### config.mk
export PLATFORM = sky130hd
export DESIGN_NAME = idsf_top
export DESIGN_NICKNAME = d
export VERILOG_FILES = /design/src/include/idsf_pkg.sv /design/src/include/idsf_det_if.sv /design/src/verilog/idsf_cond_det.sv /design/src/verilog/idsf_top.sv
export SDC_FILE = /design/constraint.sdc
export NUM_CORES = 1
export LEC_CHECK = 0
export BUFFER_PORTS_ARGS = -buffer_cell sky130_fd_sc_hd__buf_2
export CAP_MARGIN = 0
export CELL_PAD_IN_SITES_DETAIL_PLACEMENT = 0
export CELL_PAD_IN_SITES_GLOBAL_PLACEMENT = 1
export CORE_AREA = 2 2 100 102
export DETAILED_ROUTE_END_ITERATION = 10
export DIE_AREA = 0 0 102 104
export GPL_ROUTABILITY_DRIVEN = 0
export PLACE_DENSITY = 0.72
export SETUP_SLACK_MARGIN = 0.3
export SLEW_MARGIN = 15
export SYNTH_ARGS = -nofsm -noshare
export SYNTH_HDL_FRONTEND = slang
export SYNTH_SLANG_ARGS = --single-unit
### constraint.sdc
create_clock -name mclk -period 2.28 [get_ports mclk]
set_input_delay 0.228 -clock mclk [delete_from_list [all_inputs] [get_ports mclk]]
set_output_delay 0.228 -clock mclk [all_outputs]
set_load 0.05 [all_outputs]
### src/include/idsf_pkg.sv
package idsf_pkg;
  // ****************************************************************
  // Register offsets
  // ****************************************************************
  localparam logic [3:0] adr_ctrl = 4'h0;
  localparam logic [3:0] adr_stat = 4'h1;
  localparam logic [3:0] adr_irq_stat = 4'h2;
  localparam logic [3:0] adr_irq_mask = 4'h3;
  localparam logic [3:0] adr_tx_data = 4'h4;
  localparam logic [3:0] adr_rx_data = 4'h5;
  // ****************************************************************
  // Control register field positions
  // ****************************************************************
  localparam int ctrl_start_pos = 0;
  localparam int ctrl_stop_pos = 1;
  localparam int ctrl_ack_pos = 2;
  localparam int ctrl_master_pos = 3;
  localparam int ctrl_wait_release_bit_pos = 5;
  localparam int ctrl_communication_release_bit_pos = 6;
  localparam int ctrl_ien_pos = 7;
  localparam logic [7:0] ctrl_reset = 8'h00;
  // ****************************************************************
  // Interrupt bit positions
  // ****************************************************************
  localparam int irq_byte_pos = 0;
  localparam int irq_stop_pos = 1;
  localparam int irq_arb_pos = 2;
  localparam int irq_start_pos = 3;
  localparam int irq_width = 4;
  // ****************************************************************
  // Timing: half bit period
  // ****************************************************************
  localparam int clk_mhz = 20;
  localparam int half_bit_ns = 5000;
  localparam int half_bit_cyc = (half_bit_ns * clk_mhz) / 1000;
  localparam int ninth_bit = 9;
endpackage

### src/include/idsf_det_if.sv
`timescale 1ns/10ps
interface idsf_det_if;
  logic start_det;
  logic stop_det;
  logic scl_rise;
  logic scl_fall;
  logic sda_val;
  modport det
  (
    output start_det,
    output stop_det,
    output scl_rise,
    output scl_fall,
    output sda_val
  );
  modport core
  (
    input start_det,
    input stop_det,
    input scl_rise,
    input scl_fall,
    input sda_val
  );
endinterface

### src/verilog/idsf_cond_det.sv
`timescale 1ns/10ps
module idsf_cond_det
(
  input wire logic mclk,
  input wire logic rst_n,
  input wire logic scl_i,
  input wire logic sda_i,
  idsf_det_if.det det
);
  logic scl_q;
  logic sda_q;
  // ****************************************************************
  // Previous line levels
  // ****************************************************************
  always_ff @(posedge mclk or negedge rst_n)
  begin
    if (!rst_n)
    begin
      scl_q <= 1'b1;
      sda_q <= 1'b1;
    end
    else
    begin
      scl_q <= scl_i;
      sda_q <= sda_i;
    end
  end
  // Edge and condition decode
  assign det.start_det = scl_i & scl_q & sda_q & ~sda_i;
  assign det.stop_det = scl_i & scl_q & ~sda_q & sda_i;
  assign det.scl_rise = scl_i & ~scl_q;
  assign det.scl_fall = ~scl_i & scl_q;
  assign det.sda_val = sda_i;
endmodule

### src/verilog/idsf_top.sv
// Local design decisions: the plain strobed port and the register addresses.
`timescale 1ns/10ps
// Contract
// (RULE_01) Flag 0: receive status, data line left high impedance. The code still drives it low through gen_sda_low while generating a stop.
// (RULE_02) Flag 1: transmit, shift latch drives data from ninth clock edge.
// (RULE_03) Stop condition detected clears the flag.
// (RULE_04) Writing one to release bit 6 of control clears the flag.
// (RULE_05) Interface enable falling from one to zero clears the flag.
// (RULE_06) Arbitration lost rising from zero to one clears the flag.
// (RULE_07) Wait release at ninth clock clears flag, then releases data line.
// (RULE_08) Master sending direction bit one clears the flag.
// (RULE_09) Slave detecting start condition clears the flag.
// (RULE_10) Master generating start condition sets the flag.
// (RULE_11) Slave receiving direction bit one in first byte sets the flag.
// (RULE_12) Reset forces flag to zero, data line high impedance.
module idsf_top
#(
  parameter int half_cyc = idsf_pkg::half_bit_cyc
)
(
  input wire logic mclk,
  input wire logic rst_n,
  input wire logic [3:0] addr,
  input wire logic [7:0] wdata,
  input wire logic wr,
  input wire logic rd,
  output logic [7:0] rdata,
  output logic irq,
  input wire logic scl_i,
  output logic scl_o,
  output logic scl_oe,
  input wire logic sda_i,
  output logic sda_o,
  output logic sda_oe
);
  // Elaboration check of the half bit count
  if (half_cyc < 2 || half_cyc > 65535)
  begin : g_half_chk
    $error("half_cyc out of range");
  end

  typedef enum logic [2:0] {idsf_idle, idsf_start, idsf_low, idsf_high,
    idsf_stop_a, idsf_stop_b} idsf_state_t;

  idsf_det_if det_bus();
  idsf_cond_det u_det
  (
    .mclk(mclk),
    .rst_n(rst_n),
    .scl_i(scl_i),
    .sda_i(sda_i),
    .det(det_bus)
  );

  logic [7:0] ctrl;
  logic direction_status_flag;
  logic arbitration_lost_flag;
  localparam int irq_w = idsf_pkg::irq_width;
  logic [irq_w-1:0] irq_stat;
  logic [irq_w-1:0] irq_mask;
  logic [7:0] tx_data;
  logic [7:0] rx_data;
  logic [7:0] shift;
  logic [3:0] bit_cnt;
  logic first_byte;
  logic busy;
  logic wait_hold;
  logic so_latch;
  logic master_drive;
  logic ien_q;
  logic [15:0] tmr;
  idsf_state_t state;

  // ****************************************************************
  // Control decode
  // ****************************************************************
  logic wr_ctrl;
  logic communication_release_bit_wr;
  logic wait_release_bit_wr;
  logic ien;
  logic is_master;
  logic ien_fall;
  logic arb_set;
  logic arb_rise;
  logic gen_start;
  logic gen_stop;
  logic tmr_done;
  logic ninth_rise;
  logic byte_done;
  logic dir_bit_one;
  assign wr_ctrl = wr && addr == idsf_pkg::adr_ctrl;
  assign communication_release_bit_wr = wr_ctrl && wdata[idsf_pkg::ctrl_communication_release_bit_pos];
  assign wait_release_bit_wr = wr_ctrl && wdata[idsf_pkg::ctrl_wait_release_bit_pos];
  assign ien = ctrl[idsf_pkg::ctrl_ien_pos];
  assign is_master = ctrl[idsf_pkg::ctrl_master_pos];
  assign ien_fall = ien_q && !ien;
  assign gen_start = wr_ctrl && wdata[idsf_pkg::ctrl_start_pos] && ien
    && is_master && !busy;
  assign gen_stop = wr_ctrl && wdata[idsf_pkg::ctrl_stop_pos] && ien
    && is_master;
  assign tmr_done = tmr == 16'h0000;
  // Rises counted from zero: the eighth sees 7, the ninth sees 8
  assign ninth_rise = det_bus.scl_rise
    && bit_cnt == 4'(idsf_pkg::ninth_bit - 1);
  assign byte_done = det_bus.scl_rise && bit_cnt == 4'h7;
  assign dir_bit_one = byte_done && first_byte && det_bus.sda_val;
  // Master loses arbitration when it sends one but sees zero
  assign arb_set = det_bus.scl_rise && is_master && bit_cnt < 4'h8
    && so_latch && !det_bus.sda_val && direction_status_flag;
  assign arb_rise = arb_set && !arbitration_lost_flag;

  // Control register, one-shot bits self clear
  always_ff @(posedge mclk or negedge rst_n)
  begin
    if (!rst_n)
      ctrl <= idsf_pkg::ctrl_reset;
    else if (wr_ctrl)
      ctrl <= wdata & 8'h8c;
  end

  // Enable history for falling edge detection
  always_ff @(posedge mclk or negedge rst_n)
  begin
    if (!rst_n)
      ien_q <= 1'b0;
    else
      ien_q <= ien;
  end

  // ****************************************************************
  // Direction status flag
  // ****************************************************************
  always_ff @(posedge mclk or negedge rst_n)
  begin
    if (!rst_n)
      direction_status_flag <= 1'b0; // RULE_12
    else if (gen_start)
      direction_status_flag <= 1'b1; // RULE_10
    else if (!is_master && dir_bit_one)
      direction_status_flag <= 1'b1; // RULE_11
    else if (det_bus.stop_det)
      direction_status_flag <= 1'b0; // RULE_03
    else if (communication_release_bit_wr)
      direction_status_flag <= 1'b0; // RULE_04
    else if (ien_fall)
      direction_status_flag <= 1'b0; // RULE_05
    else if (arb_rise)
      direction_status_flag <= 1'b0; // RULE_06
    else if (wait_release_bit_wr && wait_hold)
      direction_status_flag <= 1'b0; // RULE_07
    else if (is_master && byte_done && first_byte && tx_data[0])
      direction_status_flag <= 1'b0; // RULE_08
    else if (!is_master && det_bus.start_det)
      direction_status_flag <= 1'b0; // RULE_09
  end

  // Arbitration lost flag, cleared by start or release
  always_ff @(posedge mclk or negedge rst_n)
  begin
    if (!rst_n)
      arbitration_lost_flag <= 1'b0;
    else if (arb_set)
      arbitration_lost_flag <= 1'b1;
    else if (communication_release_bit_wr || gen_start)
      arbitration_lost_flag <= 1'b0;
  end

  // ****************************************************************
  // Bus shifter
  // ****************************************************************
  always_ff @(posedge mclk or negedge rst_n)
  begin
    if (!rst_n)
    begin
      bit_cnt <= 4'h0;
      first_byte <= 1'b0;
      busy <= 1'b0;
      wait_hold <= 1'b0;
      shift <= 8'h00;
      rx_data <= 8'h00;
    end
    else if (det_bus.start_det || gen_start)
    begin
      bit_cnt <= 4'h0;
      first_byte <= 1'b1;
      busy <= 1'b1;
      wait_hold <= 1'b0;
      shift <= 8'h00;
    end
    else if (det_bus.stop_det || communication_release_bit_wr || !ien)
    begin
      bit_cnt <= 4'h0;
      first_byte <= 1'b0;
      busy <= 1'b0;
      wait_hold <= 1'b0;
    end
    else if (busy && det_bus.scl_rise)
    begin
      if (bit_cnt < 4'h8)
      begin
        shift <= {shift[6:0], det_bus.sda_val};
        bit_cnt <= bit_cnt + 4'h1;
      end
      else
      begin
        rx_data <= shift;
        bit_cnt <= 4'h9;
        wait_hold <= 1'b1;
      end
    end
    else if (wait_release_bit_wr && wait_hold)
    begin
      bit_cnt <= 4'h0;
      first_byte <= 1'b0;
      wait_hold <= 1'b0;
    end
  end

  // Transmit data register
  always_ff @(posedge mclk or negedge rst_n)
  begin
    if (!rst_n)
      tx_data <= 8'h00;
    else if (wr && addr == idsf_pkg::adr_tx_data)
      tx_data <= wdata;
  end

  // Shift output latch: next bit on falling clock
  always_ff @(posedge mclk or negedge rst_n)
  begin
    if (!rst_n)
      so_latch <= 1'b1;
    else if (det_bus.scl_fall && bit_cnt < 4'h8)
      so_latch <= tx_data[3'(7 - 32'(bit_cnt))];
    else if (det_bus.scl_fall && bit_cnt == 4'h8)
      so_latch <= !ctrl[idsf_pkg::ctrl_ack_pos];
    else if (det_bus.scl_fall)
      so_latch <= tx_data[7]; // First bit after the ninth clock
  end

  // Output drive window, opens at the ninth clock rising edge
  always_ff @(posedge mclk or negedge rst_n)
  begin
    if (!rst_n)
      master_drive <= 1'b0;
    else if (!direction_status_flag)
      master_drive <= 1'b0; // RULE_01
    else if (ninth_rise && first_byte)
      master_drive <= 1'b1; // RULE_02
  end

  // ****************************************************************
  // Master clock and condition generator
  // ****************************************************************
  logic gen_sda_low;
  always_ff @(posedge mclk or negedge rst_n)
  begin
    if (!rst_n)
    begin
      state <= idsf_idle;
      tmr <= 16'h0000;
      gen_sda_low <= 1'b0;
      scl_oe <= 1'b0;
    end
    else if (!ien || arb_set)
    begin
      state <= idsf_idle;
      gen_sda_low <= 1'b0;
      scl_oe <= 1'b0;
    end
    else if (gen_stop)
    begin
      state <= idsf_stop_a;
      tmr <= 16'(half_cyc);
      gen_sda_low <= 1'b1;
    end
    else if (gen_start)
    begin
      state <= idsf_start;
      tmr <= 16'(half_cyc);
      gen_sda_low <= 1'b1;
    end
    else if (!tmr_done)
      tmr <= tmr - 16'h0001;
    else
    begin
      tmr <= 16'(half_cyc);
      case (state)
        idsf_idle:
          state <= idsf_idle;
        idsf_start:
        begin
          gen_sda_low <= 1'b0;
          scl_oe <= 1'b1;
          state <= idsf_low;
        end
        idsf_low:
        begin
          if (!wait_hold)
          begin
            scl_oe <= 1'b0;
            state <= idsf_high;
          end
        end
        idsf_high:
        begin
          scl_oe <= 1'b1;
          state <= idsf_low;
        end
        idsf_stop_a:
        begin
          scl_oe <= 1'b0;
          state <= idsf_stop_b;
        end
        idsf_stop_b:
        begin
          gen_sda_low <= 1'b0;
          state <= idsf_idle;
        end
        default:
          state <= idsf_idle;
      endcase
    end
  end
  assign scl_o = 1'b0;

  // ****************************************************************
  // Data line drive
  // ****************************************************************
  always_ff @(posedge mclk or negedge rst_n)
  begin
    if (!rst_n)
      sda_oe <= 1'b0; // RULE_12
    else if (gen_sda_low)
      sda_oe <= 1'b1;
    else if (!direction_status_flag || !(master_drive || is_master))
      sda_oe <= 1'b0; // RULE_01 RULE_07
    else
      sda_oe <= !so_latch; // RULE_02
  end
  assign sda_o = 1'b0;

  // ****************************************************************
  // Interrupts, write one to clear, set wins
  // ****************************************************************
  logic [irq_w-1:0] irq_ev;
  always_comb
  begin
    irq_ev = '0;
    irq_ev[idsf_pkg::irq_byte_pos] = busy && byte_done;
    irq_ev[idsf_pkg::irq_stop_pos] = det_bus.stop_det;
    irq_ev[idsf_pkg::irq_arb_pos] = arb_rise;
    irq_ev[idsf_pkg::irq_start_pos] = det_bus.start_det;
  end
  always_ff @(posedge mclk or negedge rst_n)
  begin
    if (!rst_n)
      irq_stat <= '0;
    else if (wr && addr == idsf_pkg::adr_irq_stat)
      irq_stat <= (irq_stat & ~wdata[irq_w-1:0]) | irq_ev;
    else
      irq_stat <= irq_stat | irq_ev;
  end
  always_ff @(posedge mclk or negedge rst_n)
  begin
    if (!rst_n)
      irq_mask <= '0;
    else if (wr && addr == idsf_pkg::adr_irq_mask)
      irq_mask <= wdata[irq_w-1:0];
  end
  assign irq = |(irq_stat & irq_mask);

  // ****************************************************************
  // Read port
  // ****************************************************************
  always_ff @(posedge mclk or negedge rst_n)
  begin
    if (!rst_n)
      rdata <= 8'h00;
    else if (rd)
    begin
      case (addr)
        idsf_pkg::adr_ctrl: rdata <= ctrl;
        idsf_pkg::adr_stat: rdata <= {4'h0, wait_hold, busy,
          arbitration_lost_flag, direction_status_flag};
        idsf_pkg::adr_irq_stat: rdata <= {4'h0, irq_stat};
        idsf_pkg::adr_irq_mask: rdata <= {4'h0, irq_mask};
        idsf_pkg::adr_tx_data: rdata <= tx_data;
        idsf_pkg::adr_rx_data: rdata <= rx_data;
        default: rdata <= 8'h00;
      endcase
    end
    else
      rdata <= 8'h00;
  end
endmodule
== After elaboration in Yosys (flattened, before gate mapping) ==
Cells that the tools add are included.

* Word-level logic and storage cells: 204
* Bits in registers: 79
* Output and inout bits: 13
* Input port bits: 18

* Bitwise gates (word level): 19
* Reductions and logical operators: 75
* Equal/unequal tests: 20
* Multiplexer cells: 62
* Order comparisons: 2
* Add/sub/neg operators: 3

{| class="wikitable"
|+ Operators with widths
! operator !! count
|-
| $mux W16 || 3
|-
| $pmux W8 S6 || 1
|-
| $mux W8 || 5
|-
| $mux W1 || 39
|-
| $logic_and A1 B1 Y1 || 35
|-
| $mux W4 || 6
|-
| $logic_not A16 Y1 || 1
|-
| $reduce_bool A4 Y1 || 4
|-
| $sub A16 B1 Y16 const B || 1
|-
| $mux W3 || 5
|-
| $eq A4 B3 Y1 const B || 3
|-
| $reduce_bool A2 Y1 || 5
|-
| $logic_not A1 Y1 || 9
|-
| $pmux W3 S3 || 1
|-
| $reduce_bool A9 Y1 || 1
|-
| $and A4 B4 Y4 || 2
|-
| $eq A4 B2 Y1 const B || 2
|-
| $or A4 B4 Y4 || 2
|-
| $reduce_and A2 Y1 || 4
|-
| $and A1 B1 Y1 || 7
|-
| $logic_or A1 B1 Y1 || 7
|-
| $not A1 Y1 || 7
|-
| $eq A3 B2 Y1 const B || 2
|-
| $eq A3 B3 Y1 const B || 2
|-
| other kinds (22) || 27
|}

== Logic depth before layout (Yosys ltp) ==
* Depth in word-level cells: 14
* Depth in mapped cells: 9
* Mapped depth without buffers: 7

== Hierarchy ==
From an unflattened synthesis, not the netlist that was laid out.

* Cells, all modules: 382
* Area total of the unflattened synthesis: 3970.1 µm²

{| class="wikitable"
|+ Modules (own cells, without submodules)
! module !! times used !! cells an instance !! sequential area each (µm²) !! area an instance (µm²)
|-
| idsf_top || 1 || 375 || 1928.1 || 3875.0
|-
| idsf_cond_det || 1 || 7 || 52.6 || 95.1
|}

== Least setup slack after synthesis ==
Ideal clock, no wire load.

* Path type: reg2reg
* Start: register tmr[8]
* End: register tmr[15]
* Clock period less this slack: 2.169 ns
* Setup slack: 0.111 ns
* Data required time: 2.162 ns
* Cell stages (with the launch flop): 7
* Buffers on the path: 1
* Setup time: 0.118 ns
* Arrival time: 2.051 ns
* Cell sequence: dfrtp_1 -> or4_1 -> clkbuf_1 -> or4_1 -> nor4_1 -> o21ai_0 -> a21o_1

* Word-level cells in the longest chain between the ends: 4
* Elaborated cells on any way between the ends: 5
* Those cells by class: 1 x add/sub; 3 x mux; 1 x reduce/logical

{| class="wikitable"
|+ Ends and longest elaborated chain
! item !! RTL line !! RTL
|-
| start, declared || idsf_top.sv:71 || <nowiki>logic [15:0] tmr;</nowiki>
|-
| start signal, assigned || idsf_top.sv:274 || <nowiki>tmr <= 16'(half_cyc);</nowiki>
|-
| start signal, assigned || idsf_top.sv:280 || <nowiki>tmr <= 16'(half_cyc);</nowiki>
|-
| start signal, assigned || idsf_top.sv:284 || <nowiki>tmr <= tmr - 16'h0001;</nowiki>
|-
| $sub A16 B1 Y16 / $logic_not A16 Y1 (equally long branches) || idsf_top.sv:284, idsf_top.sv:101 ||
|-
| $mux W16 (*) || idsf_top.sv:283 || <nowiki>else if (!tmr_done)</nowiki>
|-
| $mux W16 (*) || idsf_top.sv:277 || <nowiki>else if (gen_start)</nowiki>
|-
| $mux W16 (*) || idsf_top.sv:271 || <nowiki>else if (gen_stop)</nowiki>
|}

Mark *: on every way between the ends. The rest lies on a longest branch, timed or not.
A chain may end at the register's enable or synchronous reset.

== Worst setup path in the final report ==
* Start: register tmr[1]
* End: register tmr[15]

Same word-level chain as after synthesis.

==> flow_results.org <==
** Route
- Via count normalized by instance count :: between 5 and 6
- In this run the remaining antenna-violating nets after routing total 0.
- # DRC :: 0
- Via count :: 3291
- Routed wire per std cell :: 17.63 um
- DRT Pass-1 Iters :: 5
- Total length of routed wires :: around 10000 um
- The detailed router finished its first iteration with 262 violations.

** Critical path
- STA classifies the critical path startpoint as a register.
- Worst endpoint required time :: 2580 ps
- The critical path is of the register to register type.
- CP Capture Type :: register
- Highest net fanout along the worst path :: 4
- For the worst setup path, the data arrival time is between 2000 and 2500 ps.

** Clock tree
- Worst skew pair latency :: 360 ps
- Clock-pin slew was measured on the worst setup and hold paths at 80 ps.
- For this design, the sink count on the clock tree is 79.
- In this run, CTS created clock tree buffers numbering 9.
- The tree is rooted in a clkbuf_8.
- The H-tree was split into 3 levels.
- Maximum number of buffers from clock root to sink :: 2
- Clock tree from TritonCTS :: yes

** Timing
- Upper clock frequency limit :: 474.1 MHz
- Post-route worst hold slack :: 38.93 ps
- In the final timing run, aggregate negative setup slack is 0 ps.
- Worst max-slew margin expressed relative to the limit :: 57.19%
- The worst path uses a little over 90% of the clock period.
- Worst clock skew :: about 11 ps
- Counting I/O delays and the setup requirement, the final critical path takes approximately 2100 ps.
- Setup violations remaining at the end of the flow were counted as 0.
- Setup repair after global routing missed its margin :: yes
- Worst Max-Slew Pin Slew :: 633.5 ps
- Max Slew Vio Count :: 0
- Count of endpoints failing hold in the final timing report :: 0

** Cells and area
- 0 antenna diodes ended up in the layout.
- Cells with a size suffix above 1 make up a little under a third of the layout.
- The net count of the finished layout is 475.
- After filler insertion, the fill cell instance count of the layout stands at 900.
- Commonest non-fill, non-tap cells in the layout :: 75 x dfrtp_1, 48 x nand2_1, 36 x buf_4
- Layout Utilization :: 51.17%
- The area growth from synthesis to layout is 21.65%.
- The library cell used most frequently in the layout, excluding fill and tap cells, is dfrtp_1.

** Global route
- Global-route usage over all layers :: 20.76%
- Entering global routing, the biggest net connects 46 pins.
- The initial antenna violation count came to 0.
- Global-route wire length before repair :: 17020 um
- Vias in the first global route :: 3318
- Residual overflow from global routing :: 0

** Synthesis
- A synthesized cell averages between 10 and 15 um2.
- Counting flops and latches in the post-synthesis netlist gives 79.
- Summing the sequential cell areas from Yosys gives between 40 and 50% of the chip area.
- After technology mapping, the gate count stands at between 300 and 400.
- Post-synth EDFFs :: 0
- The synthesized netlist occupies a cell area of 0.004016 mm2.
- Number of warning messages in the yosys log :: 0
- In the synthesized netlist the async set-or-reset flop fraction comes to 100.0%.
- The number of different library cells used by synthesis comes to 61.
- Ys flop type :: dfrtp_1

** Pwr
- Leakage power :: approximately 2.2 nW
- Power density cells :: 809.8 mW/mm2
- Summing internal, switching and leakage power gives 0.003956 W.
- VDD IR-drop max :: approximately 0.35 mV

** Floorplan
- Row generation in the floorplan step produced 36 rows.
- Area of the core :: 0.009549 mm2
- Effective utilization at floorplan :: 42.06%
- The die covers ~0.011 mm2.
- Height of the die :: around 100 um
- Die outline width :: ~100 um
- For this design the top-level I/O count stands at 31.

** Min path
- Type of the worst min-delay path :: input port to register

** Job
- Across the run, the number of max-cap violations was 0.

** Run status
- Outcome :: finished, final reports clean

** Placed design
- PortBufs :: 28
- Final HPWL from detailed placement :: 7217 um
sequential cells by signal, indices dropped and copies added, names as in the netlist, 3 cells and up:
name	cells
ctrl	3
irq_mask	4
tx_data	8
state	3
irq_stat	4
tmr	16
shift	8
bit_cnt	4
rdata	8
rx_data	8
area by class of cell:
| class | instances | area, um2 | share of cell area, % |
|---|---|---|---|
| multi-input combinational | 287 | 2036 | 41.66 |
| sequential | 79 | 1982 | 40.56 |
| clock inverter | 5 | 40.04 | 0.8195 |
| timing repair buffer | 69 | 480.5 | 9.834 |
| clock buffer | 11 | 151.4 | 3.099 |
| tap | 133 | 166.4 | 3.406 |
| inverter | 8 | 30.03 | 0.6146 |
critical path, stage by stage (launching register included):
cell and delay, ps:
dfrtp_1 400, buf_4 130, buf_4 130, or4_4 430
or4_4 480, buf_4 160, nor4_1 210, a21o_1 120
per-stage QoR:
| step | area, um2 | cells | setup slack [ps] |
|---|---|---|---|
| after floorplan | 4043 | 397 | 157.1 |
| after global placement | 4471 | 564 | 70.48 |
| after detailed placement | 4471 | 564 | 8.224 |
| after CTS | 4802 | 587 | 166.7 |
| after global routing | 4886 | 592 | 82.43 |
| final | 4886 | 592 | 170.5 |
per-layer routing:
| metal | share of wire (%) | track usage (%) | wire [um] | vias up |
|---|---|---|---|---|
| met5 | 0 | 0 | 0 | - |
| met4 | 1.3 | 7.333 | 134 | 0 |
| met3 | 4.9 | 5.040 | 509 | 17 |
| met2 | 47 | 30.73 | 4958 | 87 |
| met1 | 46 | 29.62 | 4836 | 1630 |
| li1 | - | - | - | 1557 |
power breakdown:
part | total (W) | internal [W] | leakage [nW] | switching [W]
Clock | 0.00101 | 0.000462 | 0.0886 | 0.000550
Sequential | 0.00179 | 0.00161 | 1.03 | 0.000177
Combinational | 0.00116 | 0.000542 | 1.06 | 0.000616
Total | 0.00396 | 0.00261 | 2.18 | 0.00134
final timing paths:
path                              start          end  slack [ps]  depth (start not counted)
worst max-delay path             tmr[1]      tmr[15]         170                          7
worst min-delay path              scl_i  u_det.scl_q          40                          1
worst max register to register   tmr[1]      tmr[15]         170                          7
worst min register to register  tmr[15]      tmr[15]         490                          1
max in group asynchronous         rst_n   tx_data[0]        1310                          3
min in group asynchronous         rst_n       tmr[3]         370                          2
timing repair:
item | 4_1_cts | 5_1_grt
hold buffers | 1 | 0
pin swaps | 14 | 13
setup endpoints to repair | 23 | 22
gates cloned | 1 | 0
endpoints found under the hold margin | 31 | 0
gates resized for setup | 23 | 14
buffers inserted | 5 | 5
cell usage after synthesis (8+ instances only):
library cell	n	area [um2]
nor2b_1	8	50.05
inv_1	8	30.03
clkbuf_1	11	41.29
mux2_2	22	247.7
dfrtp_1	76	1902
nor3_1	15	75.07
o21ai_0	27	135.1
nor2_1	29	108.9
a31oi_1	8	50.05
nor4_1	9	56.30
nand2_1	48	180.2
mux2i_1	14	140.1
a21oi_1	14	70.07
kinds of logic after synthesis:
logic type	synth area share, %
AOI/OAI and AO/OA	14.70
xor gates and xnor gates	0.4362
adders and majority gates	0.9347
buffers and inverters	3.894
DFF	49.31
muxes	10.78
other	0.09337
and+or+nand+nor	19.84
Power figures use the tool's default switching activity.
